===== config.mk =====
export PLATFORM = sky130hd
export DESIGN_NAME = dual_conv_port
export DESIGN_NICKNAME = d
export VERILOG_FILES = /design/src/verilog/dual_conv_pkg.sv /design/src/verilog/conv_channel.sv /design/src/verilog/dual_conv_port.sv /design/src/verilog/sample_fifo.sv
export VERILOG_INCLUDE_DIRS = /design/src /design/src/verilog
export SDC_FILE = /design/constraint.sdc
export NUM_CORES = 1
export LEC_CHECK = 0
export BUFFER_PORTS_ARGS = -buffer_cell sky130_fd_sc_hd__buf_2
export CORE_MARGIN = 2
export CORE_UTILIZATION = 25
export CTS_CLUSTER_SIZE = 14
export DETAILED_ROUTE_END_ITERATION = 10
export PLACE_DENSITY = 0.37
export REMOVE_ABC_BUFFERS = 1
export SYNTH_ARGS = -nofsm -noshare
export SYNTH_HDL_FRONTEND = slang
export SYNTH_SLANG_ARGS = --single-unit

===== constraint.sdc =====
create_clock -name i_ref_clk -period 4.9 [get_ports i_ref_clk]
set_input_delay 0.735 -clock i_ref_clk [delete_from_list [all_inputs] [get_ports i_ref_clk]]
set_output_delay 0.735 -clock i_ref_clk [all_outputs]
set_load 0.01 [all_outputs]

===== src/verilog/dual_conv_consts.svh =====
// constants for the dual converter output port control
// assumes inclusion by bare name from verilog/ sources
`ifndef DUAL_CONV_CONSTS_SVH
`define DUAL_CONV_CONSTS_SVH
`define CONV_WORD_W        10
`define CONV_PIPE_CYCLES   5
`define CONV_FIFO_DEPTH    8
`define CONV_MSB_POS       9
`define CONV_WORD_RST      10'h000
// format select levels: 0=gnd, 1=1/3 supply, 2=2/3 supply, 3=full supply
`define CONV_FMT_GND       2'h0
`define CONV_FMT_THIRD     2'h1
`define CONV_FMT_TWO_THIRD 2'h2
`define CONV_FMT_SUPPLY    2'h3
`endif


===== src/verilog/dual_conv_pkg.sv =====
// types shared by the dual converter output port control
// assumes the consts header is on the include path
`default_nettype none
package dual_conv_pkg;
    typedef struct packed {
        logic [9:0] word;
        logic       range_flag;
    } sample_t;

    typedef enum logic [3:0] {
        CH_NORMAL   = 4'b0001,
        CH_HIZ_RUN  = 4'b0010,
        CH_NAP      = 4'b0100,
        CH_SLEEP    = 4'b1000
    } chan_mode_t;
endpackage
`default_nettype wire


===== src/verilog/conv_channel.sv =====
// one converter channel: edge-detected sample clock, 5-stage pipeline
// assumes sample clock and raw codes are synchronous to i_ref_clk
`default_nettype none
`include "dual_conv_consts.svh"
module conv_channel
    import dual_conv_pkg::*;
#(
    parameter int LATENCY = `CONV_PIPE_CYCLES
) (
    // clock and reset
    input  wire logic       i_ref_clk,
    input  wire logic       i_nrst,
    // control
    input  wire logic       i_sample_clock,
    input  wire logic       i_run,
    // analog result stand-in
    input  wire logic [9:0] i_raw_code,
    input  wire logic       i_raw_over,
    // result
    output logic            o_edge,
    output sample_t         o_result
);
    logic    clk_q;
    sample_t pipe_q [LATENCY];

    // rising edge of the channel's own sample clock starts a sample
    assign o_edge   = i_sample_clock && !clk_q;
    // output appears LATENCY-1 sample edges after capture
    assign o_result = pipe_q[LATENCY-1];

    always_ff @(posedge i_ref_clk or negedge i_nrst) begin
        if (!i_nrst) begin
            clk_q <= 1'b0;
        end else begin
            clk_q <= i_sample_clock;
        end
    end

    always_ff @(posedge i_ref_clk or negedge i_nrst) begin
        if (!i_nrst) begin
            for (int i = 0; i < LATENCY; i++) begin
                pipe_q[i] <= '0;
            end
        end else if (o_edge && i_run) begin
            pipe_q[0] <= '{word: i_raw_code, range_flag: i_raw_over};
            for (int i = 1; i < LATENCY; i++) begin
                pipe_q[i] <= pipe_q[i-1];
            end
        end
    end
endmodule
`default_nettype wire


===== src/verilog/dual_conv_port.sv =====
// output port control of a dual 10-bit sampling converter
// assumes all inputs synchronous to i_ref_clk; bus pins resolved outside
`default_nettype none
`include "dual_conv_consts.svh"

//------------------------------------------------------------
// Function
//------------------------------------------------------------
module dual_conv_port
    import dual_conv_pkg::*;
#(
    parameter int FIFO_DEPTH = `CONV_FIFO_DEPTH,
    parameter int LATENCY    = `CONV_PIPE_CYCLES
) (
    // clock and reset
    input  wire logic       i_ref_clk,
    input  wire logic       i_nrst,
    // sample clocks
    input  wire logic       i_sample_clock_a,
    input  wire logic       i_sample_clock_b,
    // channel control
    input  wire logic       i_bus_swap_select,
    input  wire logic       i_power_down_select_a,
    input  wire logic       i_power_down_select_b,
    input  wire logic       i_output_enable_low_a,
    input  wire logic       i_output_enable_low_b,
    input  wire logic [1:0] i_format_level,
    // converted codes from the analog core
    input  wire logic [9:0] i_raw_code_a,
    input  wire logic       i_raw_over_a,
    input  wire logic [9:0] i_raw_code_b,
    input  wire logic       i_raw_over_b,
    // output buses
    output logic [9:0]      o_result_bus_a,
    output logic            o_range_flag_a,
    output logic            o_result_oe_a,
    output logic [9:0]      o_result_bus_b,
    output logic            o_range_flag_b,
    output logic            o_result_oe_b,
    // status
    output logic            o_stabilizer_on,
    output logic [3:0]      o_mode_a,
    output logic [3:0]      o_mode_b,
    // buffered stream of bus a words
    output logic            o_stream_valid,
    output logic [10:0]     o_stream_data,
    input  wire logic       i_stream_ready,
    output logic            o_stream_overrun
);
    //------------------------------------------------------------
    // helpers
    //------------------------------------------------------------
    function automatic chan_mode_t decode_mode(input logic pd, input logic oe_n);
        case ({pd, oe_n})
            2'b00:   decode_mode = CH_NORMAL;
            2'b01:   decode_mode = CH_HIZ_RUN;
            2'b10:   decode_mode = CH_NAP;
            2'b11:   decode_mode = CH_SLEEP;
            default: decode_mode = CH_SLEEP;
        endcase
    endfunction

    // msb flip turns offset binary into two's complement; flag untouched
    function automatic sample_t format_word(input sample_t s, input logic twos);
        format_word = s;
        if (twos) begin
            format_word.word[`CONV_MSB_POS] = ~s.word[`CONV_MSB_POS];
        end
    endfunction

    //------------------------------------------------------------
    // mode decode
    //------------------------------------------------------------
    chan_mode_t mode_a;
    chan_mode_t mode_b;
    logic       twos;
    logic       stab;
    logic       run_a;
    logic       run_b;

    assign mode_a = decode_mode(i_power_down_select_a, i_output_enable_low_a);
    assign mode_b = decode_mode(i_power_down_select_b, i_output_enable_low_b);
    // nap and sleep both halt conversion; hi-z-run keeps the pipeline moving
    assign run_a  = (mode_a == CH_NORMAL) || (mode_a == CH_HIZ_RUN);
    assign run_b  = (mode_b == CH_NORMAL) || (mode_b == CH_HIZ_RUN);

    always_comb begin
        case (i_format_level)
            `CONV_FMT_GND: begin
                twos = 1'b0;
                stab = 1'b0;
            end
            `CONV_FMT_THIRD: begin
                twos = 1'b0;
                stab = 1'b1;
            end
            `CONV_FMT_TWO_THIRD: begin
                twos = 1'b1;
                stab = 1'b1;
            end
            default: begin
                twos = 1'b1;
                stab = 1'b0;
            end
        endcase
    end

    //------------------------------------------------------------
    // channels
    //------------------------------------------------------------
    sample_t res_a;
    sample_t res_b;
    logic    edge_a;
    logic    edge_b;

    conv_channel #(.LATENCY(LATENCY)) u_chan_a (
        .i_ref_clk      (i_ref_clk),
        .i_nrst         (i_nrst),
        .i_sample_clock (i_sample_clock_a),
        .i_run          (run_a),
        .i_raw_code     (i_raw_code_a),
        .i_raw_over     (i_raw_over_a),
        .o_edge         (edge_a),
        .o_result       (res_a)
    );

    conv_channel #(.LATENCY(LATENCY)) u_chan_b (
        .i_ref_clk      (i_ref_clk),
        .i_nrst         (i_nrst),
        .i_sample_clock (i_sample_clock_b),
        .i_run          (run_b),
        .i_raw_code     (i_raw_code_b),
        .i_raw_over     (i_raw_over_b),
        .o_edge         (edge_b),
        .o_result       (res_b)
    );

    //------------------------------------------------------------
    // bus routing
    //------------------------------------------------------------
    // interleaving on one bus works only if swap and both sample clocks
    // are one common signal outside
    sample_t shown_a_q;
    sample_t shown_b_q;
    sample_t cur_a;
    sample_t cur_b;
    logic    take_a;
    logic    take_b;
    sample_t bus_a_d;
    sample_t bus_b_d;
    logic    upd_a;

    // a napping or sleeping channel still sees edges but must not advance
    assign take_a = edge_a && run_a;
    assign take_b = edge_b && run_b;

    // each channel keeps the word it presents now, so a swap change
    // reroutes that word and not the next one waiting in the pipeline
    always_ff @(posedge i_ref_clk or negedge i_nrst) begin
        if (!i_nrst) begin
            shown_a_q <= '0;
        end else if (take_a) begin
            shown_a_q <= res_a;
        end
    end

    always_ff @(posedge i_ref_clk or negedge i_nrst) begin
        if (!i_nrst) begin
            shown_b_q <= '0;
        end else if (take_b) begin
            shown_b_q <= res_b;
        end
    end

    assign cur_a = take_a ? res_a : shown_a_q;
    assign cur_b = take_b ? res_b : shown_b_q;

    always_comb begin
        if (i_bus_swap_select) begin
            bus_a_d = format_word(cur_a, twos);
            bus_b_d = format_word(cur_b, twos);
            upd_a   = take_a;
        end else begin
            bus_a_d = format_word(cur_b, twos);
            bus_b_d = format_word(cur_a, twos);
            upd_a   = take_b;
        end
    end

    // data and flag are refreshed together from one struct
    sample_t bus_a_q;
    sample_t bus_b_q;

    // refreshed every cycle, so a swap or format change shows on the next clock
    always_ff @(posedge i_ref_clk or negedge i_nrst) begin
        if (!i_nrst) begin
            bus_a_q <= '0;
            bus_b_q <= '0;
        end else begin
            bus_a_q <= bus_a_d;
            bus_b_q <= bus_b_d;
        end
    end

    assign o_result_bus_a = bus_a_q.word;
    assign o_range_flag_a = bus_a_q.range_flag;
    assign o_result_bus_b = bus_b_q.word;
    assign o_range_flag_b = bus_b_q.range_flag;

    //------------------------------------------------------------
    // output enables and status
    //------------------------------------------------------------
    // the bus follows the enable of the channel whose data it carries
    always_ff @(posedge i_ref_clk or negedge i_nrst) begin
        if (!i_nrst) begin
            o_result_oe_a <= 1'b0;
            o_result_oe_b <= 1'b0;
        end else begin
            o_result_oe_a <= i_bus_swap_select ? (mode_a == CH_NORMAL) : (mode_b == CH_NORMAL);
            o_result_oe_b <= i_bus_swap_select ? (mode_b == CH_NORMAL) : (mode_a == CH_NORMAL);
        end
    end

    // status mirrors the decoded pins one cycle late
    always_ff @(posedge i_ref_clk or negedge i_nrst) begin
        if (!i_nrst) begin
            o_stabilizer_on <= 1'b0;
            o_mode_a        <= 4'h0;
            o_mode_b        <= 4'h0;
        end else begin
            o_stabilizer_on <= stab;
            o_mode_a        <= mode_a;
            o_mode_b        <= mode_b;
        end
    end

    //------------------------------------------------------------
    // stream buffer of bus a words
    //------------------------------------------------------------
    // a full buffer drops the word and flags it: the converter cannot stall
    logic       push_v;
    logic       fifo_in_ready;
    logic       f_valid;
    logic [10:0] f_data;

    always_ff @(posedge i_ref_clk or negedge i_nrst) begin
        if (!i_nrst) begin
            push_v <= 1'b0;
        end else begin
            push_v <= upd_a && o_result_oe_a;
        end
    end

    sample_fifo #(.WIDTH(11), .DEPTH(FIFO_DEPTH)) u_fifo (
        .i_ref_clk   (i_ref_clk),
        .i_nrst      (i_nrst),
        .i_in_valid  (push_v),
        .i_in_data   (bus_a_q),
        .o_in_ready  (fifo_in_ready),
        .o_out_valid (f_valid),
        .o_out_data  (f_data),
        .i_out_ready (i_stream_ready && !o_stream_valid)
    );

    always_ff @(posedge i_ref_clk or negedge i_nrst) begin
        if (!i_nrst) begin
            o_stream_valid <= 1'b0;
            o_stream_data  <= 11'h000;
        end else begin
            if (f_valid && i_stream_ready && !o_stream_valid) begin
                o_stream_valid <= 1'b1;
                o_stream_data  <= f_data;
            end else begin
                o_stream_valid <= 1'b0;
            end
        end
    end

    // one pulse per dropped word, so the far side can count its losses
    always_ff @(posedge i_ref_clk or negedge i_nrst) begin
        if (!i_nrst) begin
            o_stream_overrun <= 1'b0;
        end else begin
            o_stream_overrun <= push_v && !fifo_in_ready;
        end
    end
endmodule
`default_nettype wire


===== src/verilog/sample_fifo.sv =====
// synchronous fifo with valid/ready on both sides
// assumes a single clock and active-low async reset
`default_nettype none
module sample_fifo #(
    parameter int WIDTH = 11,
    parameter int DEPTH = 8
) (
    // clock and reset
    input  wire logic             i_ref_clk,
    input  wire logic             i_nrst,
    // fill side
    input  wire logic             i_in_valid,
    input  wire logic [WIDTH-1:0] i_in_data,
    output logic                  o_in_ready,
    // drain side
    output logic                  o_out_valid,
    output logic [WIDTH-1:0]      o_out_data,
    input  wire logic             i_out_ready
);
    localparam int AW = $clog2(DEPTH);
    logic [WIDTH-1:0] mem [DEPTH];
    logic [AW-1:0]    wr_q;
    logic [AW-1:0]    rd_q;
    logic [AW:0]      cnt_q;
    logic             push;
    logic             pop;

    assign o_in_ready  = (cnt_q != (AW+1)'(DEPTH));
    assign o_out_valid = (cnt_q != '0);
    assign o_out_data  = mem[rd_q];
    assign push        = i_in_valid && o_in_ready;
    assign pop         = o_out_valid && i_out_ready;

    always_ff @(posedge i_ref_clk) begin
        if (push) begin
            mem[wr_q] <= i_in_data;
        end
    end

    always_ff @(posedge i_ref_clk or negedge i_nrst) begin
        if (!i_nrst) begin
            wr_q  <= '0;
            rd_q  <= '0;
            cnt_q <= '0;
        end else begin
            if (push) begin
                wr_q <= (wr_q == AW'(DEPTH-1)) ? '0 : wr_q + 1'b1;
            end
            if (pop) begin
                rd_q <= (rd_q == AW'(DEPTH-1)) ? '0 : rd_q + 1'b1;
            end
            if (push && !pop) begin
                cnt_q <= cnt_q + 1'b1;
            end else if (pop && !push) begin
                cnt_q <= cnt_q - 1'b1;
            end
        end
    end
endmodule
`default_nettype wire

== Yosys cells after proc, flatten, opt, wreduce, memory -nomap -nowiden ==
Memories as Yosys holds them, arrays and structs flattened. A register that Yosys moved wholly into a read port is not among the register bits.
Index checks and enable logic that the tools add are counted.

* Memories kept: 1
* Output and inout port bits: 46
* Bits in writable memories: 88
* Input port bits: 34
* Bits in registers: 180
* Logic and storage cells: 111

{| class="wikitable"
|+ Memory list
! memory !! depth !! bits a word !! read ports !! clocked after memory_dff !! wr ports !! RTL line !! source
|-
| u_fifo.mem || 8 || 11 || 1 || 1 || 1 || sample_fifo.sv:21 || <nowiki>logic [WIDTH-1:0] mem [DEPTH];</nowiki>
|}

* Add/sub/neg operators: 4
* Mux-type cells: 19
* Bitwise logic cells: 2
* Eq/ne operators: 15
* Reduce and logical (&&, ||, !) cells: 29

{| class="wikitable"
|+ Operator list
! cell !! count
|-
| $mux 11 || 4
|-
| $pmux 4 s4 || 2
|-
| $logic_and 1x1->1 || 13
|-
| $eq 2x2->1 const B || 5
|-
| $mux 1 || 9
|-
| $eq 4x1->1 const B || 2
|-
| $eq 4x2->1 const B || 2
|-
| $mux 4 || 2
|-
| $logic_not 1->1 || 7
|-
| $add 3x1->3 const B || 2
|-
| $eq 2x1->1 const B || 3
|-
| $eq 3x3->1 const B || 2
|-
| $logic_not 2->1 || 3
|-
| $mux 3 || 2
|-
| $add 4x1->4 const B || 1
|-
| $ne 4x4->1 const B || 1
|-
| $reduce_bool 4->1 || 1
|-
| $reduce_or 2->1 || 2
|-
| $sub 4x1->4 const B || 1
|-
| $logic_or 1x1->1 || 2
|-
| $not 1->1 || 2
|-
| $reduce_bool 2->1 || 1
|}

== Depth between registers and ports, before layout ==
Gate-level depths: netlist of run 1.

* Depth after elaboration: 9
* Depth in mapped cells: 11
* Gate-level depth less buffers: 11

== Modules after synthesis ==
A second synthesis of run 1 with hierarchy kept.

* Cells, all modules: 629
* Area, all modules: 11512.3 sq um

{| class="wikitable"
|+ Modules (own cells, without submodules)
! module !! instances !! area each (sq um) !! seq. area each (sq um) !! cells each
|-
| conv_channel || 2 || 2428.6 || 1401.3 || 130
|-
| sample_fifo || 1 || 4040.1 || 2892.8 || 190
|-
| dual_conv_port || 1 || 2615.0 || 1726.7 || 179
|}

== Worst setup path after synthesis of run 1 ==
No wires, ideal clock.

* Path type: input-to-reg
* Start: input port i_stream_ready
* End: register u_fifo.cnt_q[3]
* Setup time: 0.136 ns
* Path buffers: 1
* Stages: 9
* Required time: 4.764 ns
* Data arrival time: 2.573 ns
* Setup slack: 2.191 ns
* Cell sequence: nor3b_4 buf_2 inv_1 ha_1 inv_1 ha_1 a21o_1 a2111oi_0 o31ai_1

* Longest elaborated chain between the ends: 5
* Elaborated cells between the ends (all ways): 7
* Classes of those cells: mux (1); reduce/logical (6)

{| class="wikitable"
|+ RTL lines
! item !! RTL line !! source
|-
| start: declaration || dual_conv_port.sv:47 || <nowiki>input wire logic i_stream_ready,</nowiki>
|-
| $logic_and 1x1->1 * || dual_conv_port.sv:262 || <nowiki>.i_out_ready (i_stream_ready && !o_stream_valid)</nowiki>
|-
| $logic_and 1x1->1 * || sample_fifo.sv:32 || <nowiki>assign pop = o_out_valid && i_out_ready;</nowiki>
|-
| $logic_not 1->1 || sample_fifo.sv:52 || <nowiki>if (push && !pop) begin</nowiki>
|-
| $logic_and 1x1->1 || sample_fifo.sv:52 ||
|-
| $mux 4 or $reduce_bool 2->1 (tied branches) || n/a ||
|-
| end signal: assignment || sample_fifo.sv:53 || <nowiki>cnt_q <= cnt_q + 1'b1;</nowiki>
|-
| end signal: assignment || sample_fifo.sv:55 || <nowiki>cnt_q <= cnt_q - 1'b1;</nowiki>
|-
| end: declaration || sample_fifo.sv:24 || <nowiki>logic [AW:0] cnt_q;</nowiki>
|}

Mark *: on every way between the ends. The rest lies on a longest branch, timed or not.
A chain may end at the register's enable or synchronous reset.

== Worst setup path in the final report of run 1 ==
* Start: register u_fifo.cnt_q[0]
* End: register u_fifo.cnt_q[3]

* Longest elaborated chain between the ends: 5
* Elaborated cells between the ends (all ways): 13
* Classes of those cells: add/sub (2); eq/ne (1); mux (2); reduce/logical (8)

{| class="wikitable"
|+ RTL lines
! item !! RTL line !! source
|-
| $ne 4x4->1 * || sample_fifo.sv:28 || <nowiki>assign o_in_ready = (cnt_q != (AW+1)'(DEPTH));</nowiki>
|-
| $logic_and 1x1->1 * || sample_fifo.sv:31 || <nowiki>assign push = i_in_valid && o_in_ready;</nowiki>
|-
| named net u_fifo.push || sample_fifo.sv:25 || <nowiki>logic push;</nowiki>
|-
| $logic_not 1->1 || sample_fifo.sv:54 || <nowiki>end else if (pop && !push) begin</nowiki>
|-
| $logic_and 1x1->1 || sample_fifo.sv:54 ||
|-
| $reduce_bool 2->1 (no line) || n/a ||
|}

Mark *: on every way through the listed nets, which the timed path passes. The rest lies on a longest branch. The select of a mux whose other input is x is not followed.

==> implementation parameters, run 1 <==
Parameter                              Value

Status
  Result of the run    complete, no violations

Timing
  Final Hold Viols    0
  Max Clock Freq    354 MHz
  Unrepaired setup endpoints after global routing    false
  Setup_tns    0 ns
  Final worst path period share    57.7%
  Final critical-path required period    2.83 ns
  Slew headroom    21.2%
  Clock Skews    0.0143 ns
  Final setup violation count    0
  Max Transition Viols Final    0
  Worst-margin pin slew    1.18 ns
  Fin Hold WS    0.302 ns

Floorplanning
  Die outline area    44800 um2
  Area of the core    42800 um2
  Effective utilization at floorplan    25.2%
  Width of the die    212 um
  Vertical die dimension    212 um
  Cell row count    76
  Boundary Pins    80

Clock network
  TritonCTS clock tree    done
  Clock buffer depth    3
  Number of buffers added for setup after CTS    0
  Count of clock tree sinks    279
  Number of buffers inserted during clock tree synthesis    34
  Root buffer cell    clkbuf_16
  Hold-fix buffer count after cts    0
  Depth of the CTS H-tree    2
  Resized cells post-CTS    0
  Clock transition at path regs    0.06 ns
  Source-to-sink clock delay at the later pin of the worst-skew pair    0.51 ns

Logic synthesis
  Simple-gate portion of the synthesized area    2.96%
  Post-Synthesis Cell Area    10800 um2
  Warnings from Yosys    0
  Post-synthesis share of cell area spent on xor and xnor gates    0.325%
  Number of synthesized flops with an enable pin    88
  Number of register bits inferred by synthesis    279
  Most frequent cells after synthesis    191 x dfrtp_1, 118 x mux2_2, 90 x mux2i_1
  Multiplexer share of the synthesized area    20.7%
  Number of distinct library cells after synthesis    31
  Top cells by area in the synthesized netlist    dfrtp_1 44%, edfxtp_1 25%, mux2_2 12%
  Largest family of logic cells by synthesized area    multiplexers
  Main flop type after synthesis    dfrtp_1
  Seq/Total Area, Yosys    68.9%
  Fraction of the mapped netlist area in compound gates    2.45%
  Share of Yosys cell area claimed by the top area cell type    44.4%
  Post-Synthesis Cells    663
  Fraction of registers with async set or reset after synthesis    68.5%
  Dominant cell by count in the synthesized netlist    dfrtp_1
  Cell type with the highest aggregate area in the netlist    dfrtp_1
  Mean instance size in the synthesized netlist    16.2 um2
  Area share of fa/ha/maj cells after synthesis    1.23%

Setup path
  Setup crit start kind    flop
  Crit-path slowest cell    dfrtp_1
  Arrival time at the worst endpoint    3.20 ns
  Cells along the critical path    nor3_1 -> nand2_1 -> nand2_1 -> inv_1 -> ha_1 -> inv_1 -> ha_1 -> a21o_1 -> a21oi_1 -> mux2i_1 -> o31ai_1
  WP data required    5.28 ns
  Number of buffer and inverter stages on the critical path    2
  Crit-path max FO    5
  Critical path capture point type    flop
  Kind of critical path    reg -> reg
  Largest stage delay on the critical path    0.46 ns
  Top Family by Delay on Critical Path    simple AND/OR/NAND/NOR gates

Pwr
  Standby leakage power    5.55 nW
  Switching component of the power    0.00215 W
  Portion of total power attributed to sequential cells    46.1%
  Share of total power in the clock network    33.8%
  Pint    0.00553 W
  Power share of the combinational group    20.1%
  Cell area power density    592 nW/um2
  Peak supply drop    0.213 mV
  Net Sw Frac    28.0%

Global routing
  Antenna violations before repair    0
  GR Util met3    2.28%
  Number of global-route vias before repair    5968
  Global-route wire length before repair    34300 um
  Met1 routing resource usage after global routing    12.4%
  Most Used Layer, Global Route    met2
  Total Routing Usage GR    10.0%
  Global routing usage on met2    16.9%
  Grt ovf    0
  Pin count of the biggest net entering global routing    100

Layout
  Layout fillers    4255
  Cell area after layout    13000 um2
  Synth-to-layout area growth    20.4%
  Final Net Count    807
  Final core occ    30.3%
  Antenna Cells    0
  Fraction of layout instances using a drive strength above 1    33.5%
  Non-Filler Instances    1335

Hold path
  Classification of the worst-slack hold path    in -> async

Placed design
  Final weighted congestion of routability-driven global placement    0.702
  Instance area at placement    11800 um2
  Buffers on Ports    79
  DPL Wire Length    12600 um
  Number of placed instances with taps included    1273

Route
  Detailed-route wire length    21500 um
  Via count    5532
  Starting DRC count in detailed routing    228
  DRC violations left    0
  Drt pass-1 iters    4
  Final ANT Viol Nets    0
  Number of vias per cell    4.14
  Detailed-route wire length per cell    16.1 um

Run
  Count of max-cap constraint violations    0
-- layer usage --
metal | share of wire (%) | vias to the layer above
li1 | - | 2578
met1 | 44 | 2834
met2 | 49 | 77
met3 | 3.8 | 43
met4 | 2.8 | 0
met5 | 0 | -
-- sequential cells by signal, summed over array words and instances, names as in the netlist, 4 cells and up --
register           count
u_chan_b.pipe_q       44
o_stream_data         11
o_mode_b               4
shown_a_q             11
u_fifo.cnt_q           4
o_result_bus_a        10
u_chan_a.pipe_q       44
o_mode_a               4
u_chan_b.o_result     11
o_result_bus_b        10
shown_b_q             11
u_fifo.mem            88
u_chan_a.o_result     11
-- worst register-to-register path: stages (launching register included) --
cell     delay, ns
dfrtp_1       0.46
nor3_1        0.30
nand2_1       0.09
nand2_1       0.21
inv_1         0.16
ha_1          0.25
inv_1         0.17
ha_1          0.27
a21o_1        0.22
a21oi_1       0.24
mux2i_1       0.23
o31ai_1       0.10
-- power groups by stage --
stage	Combinational (W)	Clock, W	Sequential (W)
floorplan	0.000967	0	0.00358
global route	0.00173	0.00279	0.00365
global placement	0.00153	0	0.00357
finish	0.00155	0.00259	0.00354
detailed placement	0.00159	0	0.00360
CTS	0.00159	0.00269	0.00356
-- final cells by class --
cell class	instances	area (um2)	share of cell area [%]
Sequential cell	279	7420	57.2
Multi-Input combinational cell	316	3000	23.1
Clock buffer	50	1050	8.08
Tap cell	546	683	5.27
Timing Repair Buffer	93	547	4.22
Inverter	39	146	1.13
Clock inverter	12	128	0.984
-- through the flow --
stage / total power [W] / setup WS, ns
floorplan: 0.00454 / 1.55
CTS: 0.00784 / 2.09
global route: 0.00817 / 1.84
finish: 0.00768 / 2.07
detailed placement: 0.00519 / 1.90
global placement: 0.00509 / 1.95
-- layout by cell type (no fill, tap or decap), types with 8 or more instances in the layout --
master	synthesis	layout
inv_1	39	39
nor3_1	8	8
buf_4	6	11
edfxtp_1	88	88
a22oi_1	22	22
nand3_1	11	11
dfrtp_1	191	190
mux2i_1	90	90
clkbuf_16	0	40
o21ai_0	14	14
buf_2	6	78
nor2_1	9	9
ha_1	9	9
mux2_2	118	118
clkbuf_1	6	9
-- path summary, 6_finish.rpt --
| path | slack, ns | start | end | cells past startpoint |
|---|---|---|---|---|
| max in group asynchronous | 3.55 | i_nrst | u_chan_b.pipe_q[21] | 2 |
| min in group i_ref_clk | 0.35 | i_sample_clock_b | u_chan_b.clk_q | 1 |
| worst max register to register | 2.07 | u_fifo.cnt_q[0] | u_fifo.cnt_q[3] | 11 |
| worst min-delay path | 0.30 | i_nrst | u_chan_a.pipe_q[48] | 1 |
| worst max-delay path | 2.07 | u_fifo.cnt_q[0] | u_fifo.cnt_q[3] | 11 |
| worst min register to register | 0.50 | u_chan_a.pipe_q[46] | u_chan_a.pipe_q[35] | 1 |
-- cell families after synthesis --
family | count (synthesis)
AO/OA/AOI/OAI | 40
flip-flops | 279
XOR/XNOR | 4
multiplexers | 208
AND/OR/NAND/NOR | 54
adder cells (fa/ha/maj) | 10
buffers and inverters | 68
(Power assumes the default switching activity.)
==> inputs of run 2 (changes only) <==
Settings changed: ABC_AREA set to 1, PLACE_DENSITY 0.37 to 0.38.
Clock period 4.9 ns to 2.5 ns, I/O delays scaled along.
==> run 2 against run 1 <==
  * First-iteration DRC count is 52% higher
  * Flip-flop and latch count stayed put
  * Clock skew is 0.014 ns higher
  * Critical path depth is 1 higher
  * Largest cell class unchanged
  * Highest routed layer unchanged
==> implementation parameters, run 2 <==
Parameter                              Value

Floorplanning
  Die outline area    46600 um2
  Width of the die    216 um
  Area of the core    44300 um2
  Cell row count    77
  Vertical die dimension    216 um
  Effective utilization at floorplan    25.3%
  Boundary Pins    80

Route
  Final ANT Viol Nets    0
  Number of vias per cell    3.90
  Drt pass-1 iters    4
  Detailed-route wire length per cell    13.5 um
  Starting DRC count in detailed routing    347
  Via count    6994
  DRC violations left    0
  Detailed-route wire length    24200 um

Layout
  Layout fillers    4667
  Fraction of layout instances using a drive strength above 1    17.6%
  Most flop-heavy register    u_fifo.mem
  Synth-to-layout area growth    19.8%
  Max FFs per register    88
  Antenna Cells    0
  Cell area after layout    13400 um2
  Most frequent standard cell in the layout excluding fill and tap cells    nand2_1
  Commonest cells after routing, fill and taps aside    250 x nand2_1, 191 x dfrtp_1, 172 x inv_1, 88 x edfxtp_1, 78 x buf_2
  Top Registers    u_fifo.mem: 88 flops, u_chan_a.pipe_q: 44 flops, u_chan_b.pipe_q: 44 flops
  Final Net Count    1220

Pwr
  Power share of the combinational group    20.7%
  Standby leakage power    6.41 nW
  Portion of total power attributed to sequential cells    44.3%
  Peak supply drop    0.381 mV
  Switching component of the power    0.00418 W
  Net Sw Frac    30.5%
  Cell area power density    1020 nW/um2
  Share of total power in the clock network    35.0%
  Pint    0.00953 W

Clock network
  Clock buffer depth    3
  Source-to-sink clock delay at the later pin of the worst-skew pair    0.52 ns
  Number of buffers inserted during clock tree synthesis    34
  TritonCTS clock tree    done
  Count of clock tree sinks    279
  Number of buffers added for setup after CTS    0
  Depth of the CTS H-tree    2
  Clock transition at path regs    0.06 ns
  Root buffer cell    clkbuf_16

Timing
  Final worst path period share    86.6%
  Setup_tns    0 ns
  Final critical-path required period    2.17 ns
  Final setup violation count    0
  Max Clock Freq    462 MHz
  Final Hold Viols    0
  Max Transition Viols Final    0
  Slew headroom    55.4%
  Unrepaired setup endpoints after global routing    false
  Worst-margin pin slew    0.669 ns
  Clock Skews    0.0285 ns

Setup path
  Kind of critical path    reg -> reg
  Arrival time at the worst endpoint    2.57 ns
  End of the worst register-to-register path    u_fifo.cnt_q[3]
  Setup crit start kind    flop
  Crit-path max FO    6
  Number of buffer and inverter stages on the critical path    2
  Cells along the critical path    nor2_2 -> nand3_1 -> nand2_1 -> inv_1 -> ha_1 -> inv_1 -> ha_1 -> or2_1 -> nand3_1 -> nand2_1 -> nand2_1 -> nand2_1
  Top Family by Delay on Critical Path    simple AND/OR/NAND/NOR gates
  Number of cells on the worst reg-to-reg path    12
  CP dominant cell by count    nand2_1
  Start of the worst register-to-register path    u_fifo.cnt_q[0]
  WP data required    2.90 ns
  Critical path capture point type    flop
  Largest stage delay on the critical path    0.44 ns
  Internal reg-to-reg setup slack    0.33 ns
  Crit-path slowest cell    dfrtp_1

Hold path
  WHS Path Cells    1
  Classification of the worst-slack hold path    in -> reg
  HP Start    i_sample_clock_a
  Hold Crit Endpoint    u_chan_a.clk_q

Logic synthesis
  Top cells by area in the synthesized netlist    dfrtp_1 43%, edfxtp_1 24%, nand2_1 8.4%
  Fraction of registers with async set or reset after synthesis    68.5%
  Warnings from Yosys    0
  Share of Yosys cell area claimed by the top area cell type    42.6%
  Seq/Total Area, Yosys    66.1%
  Number of distinct library cells after synthesis    33
  Mean instance size in the synthesized netlist    10.4 um2
  Dominant cell by count in the synthesized netlist    nand2_1
  Cell type with the highest aggregate area in the netlist    dfrtp_1
  Number of synthesized flops with an enable pin    88
  Most frequent cells after synthesis    250 x nand2_1, 191 x dfrtp_1, 172 x inv_1
  Number of register bits inferred by synthesis    279
  Main flop type after synthesis    dfrtp_1
  Post-Synthesis Cells    1075
  Post-Synthesis Cell Area    11200 um2

Placed design
  Final weighted congestion of routability-driven global placement    0.689
  Buffers on Ports    79
  DPL Wire Length    14600 um
  Instance area at placement    12300 um2

Global routing
  Number of global-route vias before repair    7204
  Pin count of the biggest net entering global routing    63
  Global-route wire length before repair    40200 um
  Grt ovf    0
  Total Routing Usage GR    10.9%
  Antenna violations before repair    0

Status
  Result of the run    complete, no violations

Run
  Count of max-cap constraint violations    0
[run 2: cell types whose count changed after synthesis, moves of 57 or more]
| cell | change |
|---|---|
| o21ai_0 | +57 |
| mux2_2 | -96 |
| mux2i_1 | -90 |
| inv_1 | +133 |
| nand3_1 | +65 |
| nand2_1 | +243 |
[run 2: cells by family (layout without fill, tap and decap cells)]
| group | count (synthesis) | count (layout) | synth area share, % |
|---|---|---|---|
| xor gates and xnor gates | 3 | 3 | 0.234 |
| DFF | 279 | 279 | 66.1 |
| muxes | 22 | 22 | 2.21 |
| AOI/OAI and AO/OA | 139 | 139 | 7.03 |
| and+or+nand+nor | 397 | 397 | 14.5 |
| adders and majority gates | 10 | 10 | 1.18 |
| buffers and inverters | 225 | 352 | 8.70 |
[run 2: metal layers]
| layer | global-route usage, % | up-vias | wire [um] |
|---|---|---|---|
| li1 | - | 3604 | - |
| met2 | 17.5 | 104 | 11200 |
| met1 | 14.6 | 3261 | 11400 |
| met4 | 3.56 | 0 | 471 |
| met3 | 2.41 | 25 | 1130 |
| met5 | 0 | - | 0 |
[run 2: stage by stage]
step / worst slack [ns] / total power, W / std cells / util, % / hold slack, ns
final: 0.335 / 0.0137 / 1794 / 30.3 / 0.0348
after global routing: 0.123 / 0.0147 / 1794 / 30.3 / 0.00454
after CTS: 0.308 / 0.0141 / 1794 / 30.3 / 0.00490
after detailed placement: 0.320 / 0.00910 / 1730 / 27.8 / 0.293
after global placement: 0.346 / 0.00908 / 1730 / 27.8 / 0.291
after floorplan: 0.369 / 0.00787 / 1027 / - / 0.0794
[run 2: power groups by stage]
stage / Clock (W) / Sequential, W / Combinational [W]
floorplan: 0 / 0.00622 / 0.00165
global placement: 0 / 0.00618 / 0.00290
detailed placement: 0 / 0.00618 / 0.00292
CTS: 0.00502 / 0.00610 / 0.00293
global route: 0.00521 / 0.00620 / 0.00329
finish: 0.00480 / 0.00608 / 0.00283
[run 2: final cells by class]
| cell class | count | area (um2) | share of cell area (%) |
|---|---|---|---|
| Clock buffer | 52 | 968 | 7.20 |
| Clock inverter | 10 | 118 | 0.875 |
| Inverter | 177 | 669 | 4.98 |
| Multi-Input combinational cell | 571 | 2830 | 21.0 |
| Sequential cell | 279 | 7420 | 55.2 |
| Tap cell | 592 | 741 | 5.51 |
| Timing Repair Buffer | 113 | 703 | 5.23 |
[run 2: what timing repair did]
action,in CTS,in global routing
hold buffers,2,0
gates resized for setup,0,0
hold endpoints to repair,37,0
[run 2: worst max path at each step]
stage	to	slack (ns)	cells after the start	startpoint
3_5_place_dp	u_fifo.cnt_q[3]	0.32	12	u_fifo.cnt_q[0]
3_3_place_gp	u_fifo.cnt_q[3]	0.35	12	u_fifo.cnt_q[0]
4_1_cts	u_fifo.cnt_q[3]	0.31	12	u_fifo.cnt_q[0]
2_1_floorplan	u_fifo.cnt_q[3]	0.37	12	o_stream_valid
6_report	u_fifo.cnt_q[3]	0.33	12	u_fifo.cnt_q[0]
5_1_grt	u_fifo.cnt_q[3]	0.12	12	u_fifo.cnt_q[0]
[run 2: worst reg2reg max path, stage by stage, from the launching register on]
cell and delay, ns:
dfrtp_1 0.44, nor2_2 0.20, nand3_1 0.12, nand2_1 0.12, inv_1 0.11, ha_1 0.22
inv_1 0.11, ha_1 0.26, or2_1 0.25, nand3_1 0.08, nand2_1 0.05, nand2_1 0.05
nand2_1 0.05
